File: src/core/hprw_regs.vh
// Constants for the host power, reset and watchdog supervisor
// Functional notes
// - Control lines float idle, driven only during pulses
// - Host up, confirm held 4s: reset 1s pulse
// - Reset message shown; commands refused until reboot done
// - Host down, confirm 0.25s: power pulse, reboot
// - Cancel held 4s pulses power, up to 5s more
// - Blank display and backlight while host sense low
// - Mask bits 0..2 select automatic or forced polarity
// - Mask bits 4..7 enable blank, reset, power-on, power-off
// - Pulse length in 1/32s; 255 holds until host sense changes
// - Sense select 0 picks pin, 1 picks 5V
// - Stay awake on standby; reboot when sense rises
// - Switch command 0x1C, 1-3 bytes, answer 0x5C
// - Watchdog timeout zero disables the watchdog
// - Expiry resets host, watchdog then stays disabled
// - Watchdog command 0x1D, one byte, answer 0x5D
// - Poll reports down, pressed and released keys
// - One-hot keys: confirm bit 1, cancel bit 2
`ifndef HPRW_REGS_VH
`define HPRW_REGS_VH

// ----------------------------------------
// Timing
// ----------------------------------------
`define HPRW_CLK_PERIOD_NS   20
`define HPRW_TICK_PERIOD_NS  31250000
`define HPRW_RST_HOLD_TICKS  8'd128
`define HPRW_PON_HOLD_TICKS  8'd8
`define HPRW_POFF_HOLD_TICKS 8'd128
`define HPRW_RST_PULSE_TICKS 9'd32
`define HPRW_EXT_TICKS       9'd160
`define HPRW_BOOT_TICKS      9'd16
`define HPRW_SUB_LAST        5'd31
`define HPRW_LEN_HOLD        8'hff

// ----------------------------------------
// Function mask fields
// ----------------------------------------
`define HPRW_BIT_AUTO        0
`define HPRW_BIT_RST_INV     1
`define HPRW_BIT_PWR_INV     2
`define HPRW_BIT_BLANK       4
`define HPRW_BIT_KEY_RST     5
`define HPRW_BIT_KEY_PON     6
`define HPRW_BIT_KEY_POFF    7

// ----------------------------------------
// Keys, commands, reset values
// ----------------------------------------
`define HPRW_KEY_CONFIRM     1
`define HPRW_KEY_CANCEL      2
`define HPRW_CMD_ATX         8'h1c
`define HPRW_RSP_ATX         8'h5c
`define HPRW_CMD_WDOG        8'h1d
`define HPRW_RSP_WDOG        8'h5d
`define HPRW_MASK_RST        8'h00
`define HPRW_LEN_RST         8'd32
`define HPRW_SENSE_RST       1'b1
`define HPRW_MSG_NONE        2'd0
`define HPRW_MSG_RESET       2'd1
`define HPRW_MSG_PON         2'd2
`define HPRW_MSG_POFF        2'd3

`endif

File: src/core/hprw_sync.v
// Two-flop synchroniser for pin inputs
`timescale 1ns/1ps
`default_nettype none
module hprw_sync #(
	parameter WIDTH = 1
) (
	// Clock and reset
	input  wire             clk_in,
	input  wire             rst_n_in,
	input  wire             ce_in,
	// Data
	input  wire [WIDTH-1:0] async_in,
	output wire [WIDTH-1:0] sync_out
);
	reg [WIDTH-1:0] meta_q;
	reg [WIDTH-1:0] sync_q;

	always @(posedge clk_in or negedge rst_n_in) begin
		if (!rst_n_in) begin
			meta_q <= {WIDTH{1'b0}};
			sync_q <= {WIDTH{1'b0}};
		end else if (ce_in) begin
			meta_q <= async_in;
			sync_q <= meta_q;
		end
	end

	assign sync_out = sync_q;
endmodule
`default_nettype wire

File: src/core/hprw_tick.v
// Divider producing the 1/32 second tick
`timescale 1ns/1ps
`default_nettype none
module hprw_tick #(
	parameter CYCLES = 1562500,
	parameter WIDTH  = 21
) (
	// Clock and reset
	input  wire clk_in,
	input  wire rst_n_in,
	input  wire ce_in,
	// Tick
	output wire tick_out
);
	localparam [31:0]      LAST_FULL = CYCLES - 1;
	localparam [WIDTH-1:0] LAST      = LAST_FULL[WIDTH-1:0];
	reg [WIDTH-1:0] cnt_q;

	always @(posedge clk_in or negedge rst_n_in) begin
		if (!rst_n_in) begin
			cnt_q <= {WIDTH{1'b0}};
		end else if (ce_in) begin
			if (cnt_q == LAST) begin
				cnt_q <= {WIDTH{1'b0}};
			end else begin
				cnt_q <= cnt_q + 1'b1;
			end
		end
	end

	assign tick_out = ce_in & (cnt_q == LAST);
endmodule
`default_nettype wire

File: src/core/hprw_top.v
// Host power, reset and watchdog supervisor
`timescale 1ns/1ps
`default_nettype none
`include "hprw_regs.vh"
module hprw_top #(
	parameter TICK_CYCLES = `HPRW_TICK_PERIOD_NS / `HPRW_CLK_PERIOD_NS
) (
	// Clock and reset
	input  wire       clk_in,
	input  wire       rst_n_in,
	input  wire       ce_in,
	// Decoded command port
	input  wire       cmd_valid_in,
	input  wire [7:0] cmd_type_in,
	input  wire [1:0] cmd_len_in,
	input  wire [7:0] cmd_data0_in,
	input  wire [7:0] cmd_data1_in,
	input  wire [7:0] cmd_data2_in,
	output wire       cmd_ready_out,
	output wire       rsp_valid_out,
	output wire [7:0] rsp_type_out,
	// Keypad
	input  wire [5:0] key_pins_in,
	input  wire       poll_in,
	output wire       poll_valid_out,
	output wire [5:0] keys_down_out,
	output wire [5:0] keys_pressed_out,
	output wire [5:0] keys_released_out,
	// Host sense
	input  wire       sense_5v_in,
	input  wire       sense_gpio_in,
	output wire       host_sense_out,
	// Host control lines
	input  wire       reset_pin_in,
	output wire       reset_pin_out,
	output wire       reset_pin_oe_out,
	input  wire       power_pin_in,
	output wire       power_pin_out,
	output wire       power_pin_oe_out,
	// Display side
	output wire       display_blank_out,
	output wire       backlight_off_out,
	output wire [1:0] message_out,
	output wire       self_reset_out,
	// Status
	output wire [7:0] func_mask_out,
	output wire [7:0] pulse_len_out,
	output wire       sense_sel_out,
	output wire [7:0] wdog_count_out,
	output wire       wdog_enabled_out
);
	localparam TICK_W = (TICK_CYCLES > 1) ? $clog2(TICK_CYCLES) : 1;

	localparam [2:0] ST_IDLE = 3'd0;
	localparam [2:0] ST_RST  = 3'd1;
	localparam [2:0] ST_PON  = 3'd2;
	localparam [2:0] ST_POFF = 3'd3;
	localparam [2:0] ST_LOCK = 3'd4;

	// ----------------------------------------
	// Hold counter step, shared by both keys
	// ----------------------------------------
	function [7:0] hold_next;
		input [7:0] cur;
		input       down;
		input       tick;
		begin
			if (!down) begin
				hold_next = 8'h00;
			end else if (tick && cur != 8'hff) begin
				hold_next = cur + 8'h01;
			end else begin
				hold_next = cur;
			end
		end
	endfunction

	wire       tick;
	wire [5:0] key_s;
	wire       s5v_s;
	wire       sgpio_s;
	wire       rst_line_s;
	wire       pwr_line_s;

	reg  [7:0] mask_q;
	reg  [7:0] len_q;
	reg        sense_sel_q;
	reg        rsp_valid_q;
	reg  [7:0] rsp_type_q;
	reg  [5:0] key_prev_q;
	reg  [5:0] press_acc_q;
	reg  [5:0] rel_acc_q;
	reg        poll_valid_q;
	reg  [5:0] down_q;
	reg  [5:0] pressed_q;
	reg  [5:0] released_q;
	reg  [7:0] conf_hold_q;
	reg  [7:0] canc_hold_q;
	reg        sense_prev_q;
	reg        wd_en_q;
	reg  [7:0] wd_sec_q;
	reg  [4:0] wd_sub_q;
	reg        wd_pend_q;
	reg  [2:0] state_q;
	reg  [2:0] state_d;
	reg  [8:0] cnt_q;
	reg  [8:0] cnt_d;
	reg        key_path_q;
	reg        key_path_d;
	reg  [1:0] msg_q;
	reg  [1:0] msg_d;
	reg        take_wd;
	reg        self_rst_q;
	reg        rst_oe_q;
	reg        pwr_oe_q;
	reg        oe_tick_q;
	reg        rst_idle_q;
	reg        pwr_idle_q;
	reg        rst_lvl_q;
	reg        pwr_lvl_q;
	reg        blank_q;

	// ----------------------------------------
	// Tick and input synchronisers
	// ----------------------------------------
	hprw_tick #(
		.CYCLES (TICK_CYCLES),
		.WIDTH  (TICK_W)
	) u_tick (
		.clk_in   (clk_in),
		.rst_n_in (rst_n_in),
		.ce_in    (ce_in),
		.tick_out (tick)
	);

	hprw_sync #(
		.WIDTH (6)
	) u_key_sync (
		.clk_in   (clk_in),
		.rst_n_in (rst_n_in),
		.ce_in    (ce_in),
		.async_in (key_pins_in),
		.sync_out (key_s)
	);

	hprw_sync #(
		.WIDTH (4)
	) u_pin_sync (
		.clk_in   (clk_in),
		.rst_n_in (rst_n_in),
		.ce_in    (ce_in),
		.async_in ({sense_5v_in, sense_gpio_in, reset_pin_in, power_pin_in}),
		.sync_out ({s5v_s, sgpio_s, rst_line_s, pwr_line_s})
	);

	wire host_sense = sense_sel_q ? s5v_s : sgpio_s;
	wire sense_rise = host_sense & ~sense_prev_q;

	// ----------------------------------------
	// Command decode and acknowledge
	// ----------------------------------------
	// Commands are refused through the keypad reset pulse and the boot display
	assign cmd_ready_out = (state_q != ST_LOCK) && !(state_q == ST_RST && key_path_q);
	wire cmd_fire = cmd_valid_in & cmd_ready_out;
	wire is_atx   = cmd_fire && (cmd_type_in == `HPRW_CMD_ATX) && (cmd_len_in != 2'd0);
	wire is_wd    = cmd_fire && (cmd_type_in == `HPRW_CMD_WDOG);

	always @(posedge clk_in or negedge rst_n_in) begin
		if (!rst_n_in) begin
			mask_q      <= `HPRW_MASK_RST;
			len_q       <= `HPRW_LEN_RST;
			sense_sel_q <= `HPRW_SENSE_RST;
			rsp_valid_q <= 1'b0;
			rsp_type_q  <= 8'h00;
		end else if (ce_in) begin
			rsp_valid_q <= is_atx | is_wd;
			if (is_atx) begin
				mask_q     <= cmd_data0_in;
				rsp_type_q <= `HPRW_RSP_ATX;
				if (cmd_len_in >= 2'd2) begin
					len_q <= cmd_data1_in;
				end
				if (cmd_len_in == 2'd3) begin
					sense_sel_q <= (cmd_data2_in != 8'h00);
				end
			end else if (is_wd) begin
				rsp_type_q <= `HPRW_RSP_WDOG;
			end
		end
	end

	// ----------------------------------------
	// Keypad poll and hold timers
	// ----------------------------------------
	wire [5:0] key_rise = key_s & ~key_prev_q;
	wire [5:0] key_fall = ~key_s & key_prev_q;

	always @(posedge clk_in or negedge rst_n_in) begin
		if (!rst_n_in) begin
			key_prev_q   <= 6'h00;
			press_acc_q  <= 6'h00;
			rel_acc_q    <= 6'h00;
			poll_valid_q <= 1'b0;
			down_q       <= 6'h00;
			pressed_q    <= 6'h00;
			released_q   <= 6'h00;
			conf_hold_q  <= 8'h00;
			canc_hold_q  <= 8'h00;
			sense_prev_q <= 1'b0;
		end else if (ce_in) begin
			key_prev_q   <= key_s;
			sense_prev_q <= host_sense;
			poll_valid_q <= poll_in;
			// An edge in the poll cycle goes out now, so clearing loses nothing
			if (poll_in) begin
				down_q      <= key_s;
				pressed_q   <= press_acc_q | key_rise;
				released_q  <= rel_acc_q | key_fall;
				press_acc_q <= 6'h00;
				rel_acc_q   <= 6'h00;
			end else begin
				press_acc_q <= press_acc_q | key_rise;
				rel_acc_q   <= rel_acc_q | key_fall;
			end
			conf_hold_q <= hold_next(conf_hold_q, key_s[`HPRW_KEY_CONFIRM], tick);
			canc_hold_q <= hold_next(canc_hold_q, key_s[`HPRW_KEY_CANCEL], tick);
		end
	end

	// ----------------------------------------
	// Host watchdog
	// ----------------------------------------
	wire wd_expire = tick & wd_en_q & (wd_sub_q == `HPRW_SUB_LAST) & (wd_sec_q == 8'd1) & ~is_wd;

	always @(posedge clk_in or negedge rst_n_in) begin
		if (!rst_n_in) begin
			wd_en_q   <= 1'b0;
			wd_sec_q  <= 8'h00;
			wd_sub_q  <= 5'd0;
			wd_pend_q <= 1'b0;
		end else if (ce_in) begin
			wd_pend_q <= wd_expire | (wd_pend_q & ~take_wd);
			if (is_wd) begin
				wd_en_q  <= (cmd_data0_in != 8'h00);
				wd_sec_q <= cmd_data0_in;
				wd_sub_q <= 5'd0;
			end else if (self_rst_q) begin
				wd_en_q <= 1'b0;
			end else if (tick && wd_en_q) begin
				if (wd_sub_q == `HPRW_SUB_LAST) begin
					wd_sub_q <= 5'd0;
					wd_sec_q <= wd_sec_q - 8'd1;
					if (wd_sec_q == 8'd1) begin
						wd_en_q <= 1'b0;
					end
				end else begin
					wd_sub_q <= wd_sub_q + 5'd1;
				end
			end
		end
	end

	// ----------------------------------------
	// Pulse sequencer
	// ----------------------------------------
	wire trig_rst  = mask_q[`HPRW_BIT_KEY_RST] & host_sense & (conf_hold_q == `HPRW_RST_HOLD_TICKS);
	wire trig_pon  = mask_q[`HPRW_BIT_KEY_PON] & ~host_sense & (conf_hold_q == `HPRW_PON_HOLD_TICKS);
	wire trig_poff = mask_q[`HPRW_BIT_KEY_POFF] & host_sense & (canc_hold_q == `HPRW_POFF_HOLD_TICKS);
	wire       len_hold = (len_q == `HPRW_LEN_HOLD);
	wire [8:0] len_ext  = {1'b0, len_q};
	wire [8:0] cnt_inc  = tick ? cnt_q + 9'd1 : cnt_q;

	always @* begin
		state_d    = state_q;
		cnt_d      = cnt_inc;
		key_path_d = key_path_q;
		msg_d      = msg_q;
		take_wd    = 1'b0;
		case (state_q)
			ST_IDLE: begin
				cnt_d = 9'd0;
				if (sense_rise) begin
					state_d = ST_LOCK;
				end else if (trig_rst) begin
					state_d    = ST_RST;
					key_path_d = 1'b1;
					msg_d      = `HPRW_MSG_RESET;
				end else if (trig_pon) begin
					state_d = ST_PON;
					msg_d   = `HPRW_MSG_PON;
				end else if (trig_poff) begin
					state_d = ST_POFF;
					msg_d   = `HPRW_MSG_POFF;
				end else if (wd_pend_q) begin
					state_d    = ST_RST;
					key_path_d = 1'b0;
					take_wd    = 1'b1;
				end
			end
			ST_RST: begin
				if (cnt_q >= `HPRW_RST_PULSE_TICKS) begin
					state_d = key_path_q ? ST_LOCK : ST_IDLE;
					cnt_d   = 9'd0;
					msg_d   = `HPRW_MSG_NONE;
				end
			end
			ST_PON: begin
				// Held length on power-on ends once the host comes up
				if (len_hold ? host_sense : (cnt_q >= len_ext)) begin
					state_d = ST_LOCK;
					cnt_d   = 9'd0;
					msg_d   = `HPRW_MSG_NONE;
				end
			end
			ST_POFF: begin
				if (len_hold ? ~host_sense :
					(cnt_q >= len_ext && (!key_s[`HPRW_KEY_CANCEL] || cnt_q >= len_ext + `HPRW_EXT_TICKS))) begin
					state_d = ST_IDLE;
					msg_d   = `HPRW_MSG_NONE;
				end
			end
			ST_LOCK: begin
				if (cnt_q >= `HPRW_BOOT_TICKS) begin
					state_d    = ST_IDLE;
					key_path_d = 1'b0;
				end
			end
			default: begin
				state_d = ST_IDLE;
				cnt_d   = 9'd0;
			end
		endcase
	end

	always @(posedge clk_in or negedge rst_n_in) begin
		if (!rst_n_in) begin
			state_q    <= ST_IDLE;
			cnt_q      <= 9'd0;
			key_path_q <= 1'b0;
			msg_q      <= `HPRW_MSG_NONE;
			self_rst_q <= 1'b0;
			rst_oe_q   <= 1'b0;
			pwr_oe_q   <= 1'b0;
		end else if (ce_in) begin
			state_q    <= state_d;
			cnt_q      <= cnt_d;
			key_path_q <= key_path_d;
			msg_q      <= msg_d;
			self_rst_q <= (state_d == ST_LOCK) && (state_q != ST_LOCK);
			rst_oe_q   <= (state_d == ST_RST);
			pwr_oe_q   <= (state_d == ST_PON) || (state_d == ST_POFF);
		end
	end

	// ----------------------------------------
	// Line polarity and display blanking
	// ----------------------------------------
	// Idle level is learnt only after a whole tick released, so the synchroniser
	// lag never lets the driven level be mistaken for the idle one
	wire learn = tick & ~rst_oe_q & ~pwr_oe_q & ~oe_tick_q;

	always @(posedge clk_in or negedge rst_n_in) begin
		if (!rst_n_in) begin
			oe_tick_q  <= 1'b0;
			rst_idle_q <= 1'b1;
			pwr_idle_q <= 1'b1;
			rst_lvl_q  <= 1'b0;
			pwr_lvl_q  <= 1'b0;
			blank_q    <= 1'b0;
		end else if (ce_in) begin
			if (tick) begin
				oe_tick_q <= rst_oe_q | pwr_oe_q;
			end
			if (learn) begin
				rst_idle_q <= rst_line_s;
				pwr_idle_q <= pwr_line_s;
			end
			rst_lvl_q <= mask_q[`HPRW_BIT_AUTO] ? ~rst_idle_q : mask_q[`HPRW_BIT_RST_INV];
			pwr_lvl_q <= mask_q[`HPRW_BIT_AUTO] ? ~pwr_idle_q : mask_q[`HPRW_BIT_PWR_INV];
			blank_q   <= mask_q[`HPRW_BIT_BLANK] & ~host_sense;
		end
	end

	// ----------------------------------------
	// Outputs
	// ----------------------------------------
	assign rsp_valid_out     = rsp_valid_q;
	assign rsp_type_out      = rsp_type_q;
	assign poll_valid_out    = poll_valid_q;
	assign keys_down_out     = down_q;
	assign keys_pressed_out  = pressed_q;
	assign keys_released_out = released_q;
	assign host_sense_out    = host_sense;
	assign reset_pin_out     = rst_lvl_q;
	assign reset_pin_oe_out  = rst_oe_q;
	assign power_pin_out     = pwr_lvl_q;
	assign power_pin_oe_out  = pwr_oe_q;
	assign display_blank_out = blank_q;
	assign backlight_off_out = blank_q;
	assign message_out       = msg_q;
	assign self_reset_out    = self_rst_q;
	assign func_mask_out     = mask_q;
	assign pulse_len_out     = len_q;
	assign sense_sel_out     = sense_sel_q;
	assign wdog_count_out    = wd_sec_q;
	assign wdog_enabled_out  = wd_en_q;
endmodule
`default_nettype wire

File: config.mk
export PLATFORM = sky130hd
export DESIGN_NAME = hprw_top
export DESIGN_NICKNAME = d
export VERILOG_FILES = /design/src/core/hprw_sync.v /design/src/core/hprw_tick.v /design/src/core/hprw_top.v
export VERILOG_INCLUDE_DIRS = /design/src /design/src/core
export SDC_FILE = /design/constraint.sdc
export NUM_CORES = 1
export LEC_CHECK = 0
export ABC_AREA = 1
export BUFFER_PORTS_ARGS = -buffer_cell sky130_fd_sc_hd__buf_2
export CAP_MARGIN = 20
export CORE_MARGIN = 1.5
export CORE_UTILIZATION = 60
export DETAILED_ROUTE_END_ITERATION = 7
export PLACE_DENSITY = 0.83
export SYNTH_ARGS = -nofsm -noshare
export SYNTH_HDL_FRONTEND = slang
export SYNTH_SLANG_ARGS = --single-unit
File: constraint.sdc
create_clock -name clk_in -period 3.8 [get_ports clk_in]
set_clock_uncertainty 0.1 [all_clocks]
set_input_delay 0.57 -clock clk_in [delete_from_list [all_inputs] [get_ports clk_in]]
set_output_delay 0.57 -clock clk_in [all_outputs]
set_load 0.02 [all_outputs]
## Word level (Yosys, flattened, before mapping)

Index checks and enable logic that the tools add are counted.

| operators by class | value |
|---|---|
| add/sub/neg operators | 7 |
| $lt $le $gt $ge | 5 |
| eq/ne operators | 33 |
| multiplexer cells | 63 |
| bitwise logic cells | 36 |
| reductions and logical operators | 41 |

Operators by type and width:

| cell | count |
|---|---|
| $mux W8 | 10 |
| $mux W3 | 10 |
| $mux W9 | 3 |
| $pmux W9 S3 | 1 |
| $eq A8 B8 Y1 const B | 3 |
| $mux W1 | 22 |
| $add A21 B1 Y21 const B | 1 |
| $eq A21 B21 Y1 const B | 1 |
| $mux W21 | 1 |
| $mux W5 | 4 |
| $and A1 B1 Y1 | 18 |
| $add A8 B1 Y8 const B | 2 |
| $eq A8 B5 Y1 const B | 2 |
| $ne A8 B8 Y1 const B | 2 |
| $reduce_bool A8 Y1 | 2 |
| $pmux W3 S5 | 1 |
| $mux W2 | 7 |
| $reduce_and A2 Y1 | 7 |
| $reduce_and A7 Y1 | 2 |
| $and A6 B6 Y6 | 2 |
| $eq A3 B2 Y1 const B | 4 |
| $mux W6 | 2 |
| $ne A2 B2 Y1 const B | 6 |
| $ne A3 B3 Y1 const B | 4 |
| 33 further kinds | 68 |

| word-level totals | value |
|---|---|
| flip-flop bits (word level) | 160 |
| bits of input ports | 49 |
| output and inout port bits | 65 |
| word-level logic and storage cells | 222 |

## Depth between registers and ports, before layout

Gate-level depths: netlist of the first run.

| depth | value |
|---|---|
| depth after elaboration | 11 |
| gate-level depth with buffers | 14 |
| mapped depth without buffers | 14 |

## Cells and area by module

Synthesis of the first run repeated with hierarchy kept, for this count alone.

| second synthesis, totals | value |
|---|---|
| cell total of the unflattened synthesis | 1017 |
| area, all modules | 8040.2 sq um |

Modules (own cells, without submodules):

| module | times used | cells an instance | area an instance (sq um) | sequential area each (sq um) |
|---|---|---|---|---|
| hprw_top | 1 | 735 | 5944.5 | 2832.7 |
| hprw_tick | 1 | 197 | 1332.5 | 525.5 |
| hprw_sync (u_key_sync) | 1 | 51 | 457.9 | 300.3 |
| hprw_sync (u_pin_sync) | 1 | 34 | 305.3 | 200.2 |

## Worst setup path before layout of the first run

No wires, ideal clock.

| path | value |
|---|---|
| path kind | reg-to-reg |
| from | reg len_q[5], in the netlist pulse_len_out[5] |
| to | reg msg_q[0], in the netlist message_out[0] |
| library setup time | 121 ps |
| arrival | 1925 ps |
| required time | 3579 ps |
| slack | 1654 ps |
| stages on the path, launching flop included | 15 |
| path buffers | 0 |
| period minus slack after synthesis | 2146 ps |
| path through | dfstp_2 > ha_1 > xor2_1 > ha_1 > nand2_1 > nor2_1 > inv_1 > nor2_1 > nor2_1 > nand2_1 > nand3_1 > nand2_1 > nand3_1 > nand2_1 > o21ai_1 |

| on the way | value |
|---|---|
| longest elaborated chain between the ends | 7 |
| elaborated cells between the ends (all ways) | 11 |
| classes of those cells | add/sub: 1; order compare: 2; eq/ne: 3; mux: 2; reduce/logical: 3 |

Ends and longest elaborated chain:

| element | line | source |
|---|---|---|
| from (decl) | hprw_top.v:86 | `reg [7:0] len_q;` |
| from (signal assigned) | hprw_top.v:171 | `` len_q <= `HPRW_LEN_RST; `` |
| from (signal assigned) | hprw_top.v:181 | `len_q <= cmd_data1_in;` |
| $add A8 B8 Y9 (no source line) | -- |  |
| $ge A9 B9 Y1 (no source line) | -- |  |
| $logic_or A1 B1 Y1 (no source line) | -- |  |
| $logic_and A1 B1 Y1 | hprw_top.v:317 | `` (cnt_q >= len_ext && (!key_s[`HPRW_KEY_CANCEL] \|\| cnt_q >= len_ext + `HPRW_EXT_TICKS))) begin `` |
| $mux W1 | hprw_top.v:316 | `if (len_hold ? ~host_sense :` |
| $ne A2 B2 Y1 (no source line) | -- |  |
| $reduce_and A7 Y1 (no source line) * | -- |  |
| to (signal assigned) | hprw_top.v:340 | `` msg_q <= `HPRW_MSG_NONE; `` |
| to (signal assigned) | hprw_top.v:348 | `msg_q <= msg_d;` |
| to (decl) | hprw_top.v:110 | `reg [1:0] msg_q;` |

Every way passes the cells marked *; elsewhere a longest branch is shown, timed or not.
A chain may end at the register's enable or synchronous reset.

## Worst setup path in the final report of the first run

| path | value |
|---|---|
| from | reg len_q[5], in the netlist pulse_len_out[5] |
| to | reg state_q[1] |

| on the way | value |
|---|---|
| longest elaborated chain between the ends | 7 |
| elaborated cells between the ends (all ways) | 11 |
| classes of those cells | add/sub: 1; order compare: 2; eq/ne: 1; mux: 5; reduce/logical: 2 |

Ends and longest elaborated chain:

| element | line | source |
|---|---|---|
| $add A8 B8 Y9 (no source line) | -- |  |
| $ge A9 B9 Y1 (no source line) | -- |  |
| $logic_or A1 B1 Y1 (no source line) | -- |  |
| $logic_and A1 B1 Y1 | hprw_top.v:317 |  |
| $mux W1 | hprw_top.v:316 |  |
| $mux W3 | hprw_top.v:316 |  |
| $pmux W3 S5 * | hprw_top.v:279 | `case (state_q)` |
| to (signal assigned) | hprw_top.v:345 | `state_q <= state_d;` |
| to (decl) | hprw_top.v:104 | `reg [2:0] state_q;` |

Marked as above.

==> results of run 1 <==
cells by family after synthesis:
| kind of cell | after synthesis | share of synthesized area, % |
|---|---|---|
| buffers and inverters | 166 | 8.159 |
| xor gates and xnor gates | 31 | 3.255 |
| adders and majority gates | 24 | 3.600 |
| and+or+nand+nor | 531 | 28.23 |
| DFF | 154 | 46.26 |
| AOI/OAI and AO/OA | 163 | 10.45 |
| other | 1 | 0.04495 |
cell usage after synthesis (all sizes together):
master | count | share of area [%]
a21boi | 1 | 0.090
a21oi | 39 | 2.4
a221oi | 1 | 0.11
a22o | 1 | 0.11
and3 | 2 | 0.15
buf | 18 | 1.5
clkbuf | 18 | 0.81
clkinv | 1 | 0.060
conb | 1 | 0.045
dfrtp | 150 | 45
dfstp | 4 | 1.3
ha | 24 | 3.6
inv | 129 | 5.8
nand2 | 294 | 13
nand3 | 61 | 4.0
nand3b | 4 | 0.51
nand4 | 20 | 1.5
nor2 | 97 | 4.7
nor3 | 34 | 2.3
nor3b | 4 | 0.36
nor4 | 10 | 0.90
o21ai | 116 | 7.3
o21bai | 3 | 0.27
o31ai | 2 | 0.18
or2 | 5 | 0.37
xnor2 | 4 | 0.42
xor2 | 27 | 2.8
final timing paths:
kind	startpoint	to	cells after the start
max in group asynchronous	rst_n_in	u_key_sync.sync_out[1]	2
worst min-delay path	rst_n_in	canc_hold_q[5]	1
worst min register to register	u_pin_sync.meta_q[3]	u_pin_sync.meta_q[3]	2
worst max-delay path	pulse_len_out[5]	state_q[1]	14
worst max register to register	pulse_len_out[5]	state_q[1]	14
min in group clk_in	sense_gpio_in	u_pin_sync.meta_q[2]	3
sequential cells by signal, indices dropped and copies added (netlist names), 8 cells and up:
signal	flops
cnt_q	9
wdog_count_out	8
pulse_len_out	8
canc_hold_q	8
conf_hold_q	8
func_mask_out	8
u_tick.cnt_q	21
report_power, final:
part           switching [mW]  internal [mW]
clock network           0.702          0.973
registers               0.172           1.83
logic                   0.630          0.295
per-stage QoR:
stage          setup slack, ps  util, %  area, um2
3_3_place_gp              1316    67.16       9000
3_5_place_dp              1265    67.16       9000
5_1_grt                   1186    71.48       9578
6_report                  1389    71.48       9578
2_1_floorplan             1654        -       8349
4_1_cts                   1407    71.48       9578
worst register-to-register path, cell delays in order, from the launching register on:
cell     delay (ps)
dfstp_2         590
ha_1            180
xor2_1           80
ha_1            290
nand2_1          70
nor2_1          190
inv_1            60
nor2_1          100
nor2_1           50
nand2_1          60
nand3_1          70
nand2_1         100
nand3_1         120
nand2_1          90
o21ai_0         110
layout make-up:
type / instances / share of cell area [%]
clock buffer: 19 / 4.520
clock inverter: 13 / 1.515
inverter: 130 / 5.108
multi-input combinational: 752 / 39.78
sequential: 154 / 40.29
tap: 176 / 2.299
timing repair buffer: 117 / 6.492
routing by layer:
metal / GRT usage (%) / vias up / wire, um
met5: 0 / - / 0
met4: 9.118 / 0 / 299
met3: 5.968 / 30 / 1275
met2: 45.21 / 236 / 9039
met1: 41.10 / 3453 / 9041
li1: - / 3642 / -
==> metrics.txt, run 1 <==
CP top delay family=simple AND/OR/NAND/NOR gates; Buf/Inv on CP=1; placed cell count=roughly 1300; slew at the pin with the worst max-slew slack=between 800 and 900 ps; Detailed Place HPWL=approximately 14 mm; Total Routing Usage GR=~29%; type of the worst min-delay path=in2async; final worst-path cycle share=about 63%; setup_tns=0 ps; Mapped Cells=1070; CP Capture Type=flop; Core Area=13400 um2; total power=roughly 4.6 mW; Core Rows=42; commonest non-fill, non-tap cell in the layout=nand2_1; RePlAce Congestion=0.9077; post-cts hold buffer count=0; DRC=0; Routed Antenna Nets=0; Worst Path Max Fanout=6; Die H=between 100 and 150 um; register area=3859 um2; first drt pass iteration count=5; worst endpoint required time=about 4000 ps; Remaining Overflow, GRT=0; CTS max path bufs=2; Fmax=between 400 and 500 MHz; worst vdd rail ir drop=~0.00038 V; vias in the first global route=between 7000 and 8000; 1st-iter DRT viols=~550; FILL cells=1095; CP most frequent cell=nand2_1; vias per cell=roughly 5.4; worst hold slack=about 120 ps; die area=~15000 um2; commonest non-fill, non-tap cells in the layout=nand2_1, dfrtp_1, inv_1; final WL=19.66 mm; H-tree Lvls=4; initial antenna violation count=0; Slew headroom=45.49%; crit start category=flop; Distinct cells, synth=41; RSZ-0062 raised after global routing=false; CTS tree=yes; Setup CP Type=reg2reg; fin. max-slew vios=0; DR WL/cell=roughly 14 um; crit-path cells=ha_1 -> xor2_1 -> ha_1 -> nand2_1 -> nor2_1 -> inv_1 -> nor2_1 -> nor2_1 -> nand2_1 -> nand3_1 -> nand2_1 -> nand3_1 -> nand2_1 -> o21ai_0; Crit-path slowest cell=dfstp_2; Starting Density=62.25%; nets=between 1000 and 1500; Final Setup Violations=0; outcome=completed; first-pass GRT wire length=between 30 and 40 mm; Antenna Cells=0; CTS Root Cell=clkbuf_16; cts bufs inserted=17; P per Cell Area=approximately 480 nW/um2; max_cap viols=0; Die X=around 120 um; Reg clk slew, reported paths=about 60 ps; pin count of the biggest net entering global routing=between 90 and 100; multi-input logic area=3810 um2; FF+latch count, synth=between 150 and 200; Syn-to-layout area delta=14.82%; Layout Cells excl Fill=about 1400; io pins=approximately 110; peak per-stage delay on the critical path=around 590 ps; CTS resizes=0; synthesized cell area=around 8300 um2; setup bufs post-CTS=0; clock sink count=154; share of cells above drive strength 1=between 10% and 20%; Seq/Total Area, Yosys=46.26%; r2r setup slk=approximately 1400 ps; final hold violations=0; Ys Warns=0; syn avg cell area=~7.8 um2; DR vias=~7400; worst skew pair latency=430 ps; Tmin final=roughly 2400 ps; leakage=4.852 nW; Worst EP arrival=2580 ps; IO buf count=110
(Power assumes the default switching activity.)
==> inputs of run 2 (changes only) <==
- CORE_UTILIZATION: 60 -> 58
- PLACE_DENSITY: 0.83 -> 0.8
- clock period: 3.8 -> 2.41 ns (I/O delays scaled with it)
==> metrics.txt, run 2 (synthesis results as in run 1) <==
Setup CP Type=reg2reg; FILL cells=approximately 1100; Switching Fraction=about 33%; nets=approximately 1300; setup_tns=0 ps; DRC=0; max reg flops=21; hold path depth=3; worst endpoint required time=approximately 2600 ps; GRT met2 Usage=a little over two fifths; Reg power frac=around 45%; register area=around 3900 um2; die area=about 15000 um2; register bank with the most flops=u_tick.cnt_q; type of the worst min-delay path=in2reg; commonest non-fill, non-tap cells in the layout=nand2_1, dfrtp_1, inv_1; pin count of the biggest net entering global routing=82; Sw Pwr=about 2.3 mW; Die H=approximately 120 um; initial antenna violation count=0; Routed Antenna Nets=0; vias per cell=5.342; DR vias=~7400; clock share of power=approximately a third; first drt pass iteration count=5; Core Area=between 10000 and 15000 um2; FF-to-FF path depth=10; worst skew pair latency=~430 ps; peak per-stage delay on the critical path=~400 ps; Die X=122.9 um; worst setup path startpoint=u_tick.cnt_q[0]; Worst Path Max Fanout=13; CTS max path bufs=2; P per Cell Area=between 700 and 800 nW/um2; DR WL/cell=roughly 14 um; Reg clk slew, reported paths=around 60 ps; crit-path cells=ha_1 -> nand4_1 -> nor3_1 -> nand2_1 -> nor2_2 -> o21ai_1 -> nand2_1 -> inv_1 -> nand2_1 -> o21ai_1; Slew headroom=between 60 and 70%; RR Endpoint=conf_hold_q[2]; Total Routing Usage GR=27.17%; met3 GRT Util=5.766%; final WL=between 15 and 20 mm; clock sink count=~150; cts bufs inserted=17; CP most frequent cell=nand2_1; Final Setup Violations=0; Starting Density=about three fifths; Comb pwr share=roughly 21%; CTS Root Cell=clkbuf_16; crit start category=flop; Crit-path slowest cell=dfrtp_1; slew at the pin with the worst max-slew slack=about 580 ps; Int Power=4.741 mW; outcome=completed; max_cap viols=0; worst hold slack=about 24 ps; Remaining Overflow, GRT=0; first-pass GRT wire length=about 32 mm; H-tree Lvls=4; RePlAce Congestion=0.9099; final worst-path cycle share=between 90% and 100%; Worst EP arrival=between 2000 and 2500 ps; fin. max-slew vios=0; Core Rows=43; Detailed Place HPWL=approximately 14 mm; Syn-to-layout area delta=15.76%; Worst Setup EP=conf_hold_q[2]; met1 usage=around 38%; Antenna Cells=0; worst vdd rail ir drop=approximately 0.00056 V; Fmax=445.7 MHz; io pins=roughly 110; layer with the highest usage=met2; vias in the first global route=approximately 6800; multi-input logic area=approximately 3800 um2; r2r setup slk=~170 ps; commonest non-fill, non-tap cell in the layout=nand2_1; IO buf count=110; Tmin final=about 2200 ps; RR Startpoint=u_tick.cnt_q[0]; share of cells above drive strength 1=between 10% and 20%; total power=7.077 mW; leakage=between 4 and 5 nW; CTS tree=yes; CP Capture Type=flop; 1st-iter DRT viols=540; Largest regs=u_tick.cnt_q x21, cnt_q x9; final hold violations=0
==> run 2: area by class of cell <==
| class | count | area share (%) |
|---|---|---|
| Clock inverter | 11 | 0.9199 |
| Timing Repair Buffer | 128 | 7.450 |
| Sequential cell | 154 | 39.96 |
| Multi-Input combinational cell | 752 | 39.51 |
| Clock buffer | 21 | 4.768 |
| Inverter | 130 | 5.066 |
| Tap cell | 180 | 2.332 |
==> run 2: worst max-delay path: cells and delay by family, from the launching register on <==
| family | cells | cell delay [ps] |
|---|---|---|
| AND/OR/NAND/NOR | 6 | 1040 |
| flip-flops | 1 | 400 |
| adder cells (fa/ha/maj) | 1 | 270 |
| AO/OA/AOI/OAI | 2 | 160 |
| buffers and inverters | 1 | 150 |
==> run 2: what timing repair did <==
action / 4_1_cts / 5_1_grt
buffers inserted: 0 / 1
hold buffers: 1 / 0
resized for setup: 0 / 2
setup endpoints to repair: 0 / 11
hold endpoints to repair: 55 / 0
==> run 2: through the flow <==
stage,utilization (%),setup WS [ps],instances,cell area [um2]
2_1_floorplan,-,264.2,1072,8349
3_3_place_gp,65.20,242.2,1342,9085
3_5_place_dp,65.20,155.9,1342,9085
4_1_cts,69.21,156.9,1375,9644
5_1_grt,69.30,-12.10,1376,9657
6_report,69.30,166.2,1376,9657
==> run 2: power groups by stage <==
stage / Sequential (mW) / Clock (mW) / Combinational (mW)
final: 3.15 / 2.46 / 1.46
after global routing: 3.19 / 2.61 / 1.65
after CTS: 3.15 / 2.49 / 1.46
after detailed placement: 3.18 / 0 / 1.45
after global placement: 3.18 / 0 / 1.41
after floorplan: 3.25 / 0 / 0.889
==> run 2: per-layer routing <==
layer / part of all wire [%] / wire length, um
met4: 1.7 / 334
met3: 6.7 / 1295
met1: 46 / 8798
met2: 46 / 8823
met5: 0 / 0
==> run 2: worst min-delay path by stage <==
stage / startpoint / endpoint / slack (ps)
after floorplan: rst_n_in / backlight_off_out / -30
after global placement: rst_n_in / canc_hold_q[5] / 290
after detailed placement: rst_n_in / pulse_len_out[2] / 290
after CTS: key_pins_in[3] / u_key_sync.meta_q[3] / 10
after global routing: sense_5v_in / u_pin_sync.meta_q[3] / 40
final: key_pins_in[3] / u_key_sync.meta_q[3] / 20
==> inputs of run 3 (changes only) <==
- CORE_UTILIZATION: 58 -> 53
- PLACE_DENSITY: 0.8 -> 0.77
- clock period: 2.41 -> 2 ns (I/O delays scaled with it)
==> metrics.txt, run 3 (synthesis results as in run 1) <==
Core Rows=45; Syn-to-layout area delta=27.58%; failing checks=negative setup slack; final worst-path cycle share=106.2%; final worst slack=-123.0 ps; Core Area=15260 um2; worst vdd rail ir drop=roughly 0.00065 V; placed cell count=between 1000 and 1500; Tmin final=2123 ps; clock sink count=154; Final Setup Violations=7; Detailed Place HPWL=between 10 and 15 mm; commonest non-fill, non-tap cells in the layout=nand2_1, dfrtp_1, inv_1; CTS tree=yes; P per Cell Area=about 870 nW/um2; first drt pass iteration count=5; max_cap viols=0; vias per cell=~5.2; Layout Cells excl Fill=between 1000 and 1500; die area=between 15000 and 20000 um2; leakage=~5.3 nW; worst endpoint required time=about 2200 ps; Total Routing Usage GR=about a quarter; CTS max path bufs=2; fin area=roughly 11000 um2; Remaining Overflow, GRT=0; multi-input logic area=4080 um2; worst skew pair latency=approximately 440 ps; initial antenna violation count=0; Post-Place Worst Slack=-196.4 ps; CP Capture Type=flop; FILL cells=1208; commonest non-fill, non-tap cell in the layout=nand2_1; 1st-iter DRT viols=~620; type of the worst min-delay path=in2reg; Setup CP Type=reg2reg; RSZ-0062 raised after global routing=true; Largest regs=u_tick.cnt_q x21, cnt_q x9; DRC=0; register area=around 3900 um2; Routed Antenna Nets=0; final WL=21.28 mm; DR WL/cell=around 14 um; Worst EP arrival=~2300 ps; vias in the first global route=roughly 7300; CTS Root Cell=clkbuf_16; RePlAce Congestion=0.8816; register bank with the most flops=u_tick.cnt_q; cts bufs inserted=17; fin. max-slew vios=0; nets=roughly 1300; Die X=128.5 um; Area after DPL=about 9500 um2; max reg flops=21; IO buf count=110; Starting Density=a little over half; DR vias=between 7000 and 8000; share of cells above drive strength 1=between 20% and 30%; outcome=finished with violations; pin count of the biggest net entering global routing=82; Reg clk slew, reported paths=roughly 70 ps; crit start category=flop; io pins=114; final hold violations=0; first-pass GRT wire length=34.47 mm; Worst Path Max Fanout=5; Die H=roughly 130 um; H-tree Lvls=4; Fmax=roughly 470 MHz; Final Util=between 60% and 70%; Antenna Cells=0
[run 3: critical path: stages (launching register included)]
cell and delay [ps]:
dfstp_2 590, ha_4 140, xor2_1 60, ha_1 290, nand2_2 70, nor2_4 100
nand3_1 80, nand2_1 60, nor2_1 40, nand2_1 60, nand3_2 80, nand2_4 90
nand3_2 90, nand2_2 70, o21ai_1 60
[run 3: routing by layer]
| layer | part of all wire (%) | GRT usage (%) | vias to the layer above |
|---|---|---|---|
| met5 | 0 | 0 | - |
| met4 | 2.6 | 9.518 | 0 |
| met3 | 4.6 | 6.029 | 43 |
| met2 | 49 | 43.52 | 211 |
| met1 | 44 | 34.95 | 3667 |
| li1 | - | - | 3820 |
[run 3: worst paths after layout]
kind	startpoint	to	slack (ps)	cells past startpoint
worst max register to register	pulse_len_out[5]	state_q[1]	-120	14
worst min-delay path	cmd_data1_in[7]	pulse_len_out[7]	10	3
worst max-delay path	pulse_len_out[5]	state_q[1]	-120	14
min in group asynchronous	rst_n_in	pulse_len_out[3]	200	2
max in group asynchronous	rst_n_in	u_tick.cnt_q[17]	960	3
worst min register to register	u_key_sync.meta_q[4]	u_key_sync.meta_q[4]	370	2
[run 3: timing repair]
action                                  in CTS  in global routing
endpoints found under the setup margin      15                 68
pin swaps                                    9                  4
gates cloned                                 0                  2
hold buffers                                11                  2
setup buffers                                1                  9
hold endpoints to repair                   100                  2
resized for setup                           15                 44
[run 3: layout make-up]
cell class	count	share of cell area (%)
clock buffer	17	3.997
clock inverter	15	1.810
inverter	130	4.597
multi-input combinational	753	38.34
sequential	154	36.27
tap	211	2.481
timing repair buffer	200	12.51
[run 3: where the power goes]
part           switching [mW]  internal [mW]
Sequential              0.302           3.47
Combinational            1.37          0.786
Clock                    1.57           1.71
Total                    3.24           5.96
[run 3: stage by stage]
step / power [mW] / TNS [ps] / hold slack, ps
after floorplan: 5.002 / -617.7 / -95.59
after global placement: 5.682 / -1034 / 107.8
after detailed placement: 5.736 / -1693 / 101.1
after CTS: 9.088 / -553.6 / 3.335
after global routing: 9.684 / -3167 / 1.818
final: 9.207 / -640.4 / 12.33
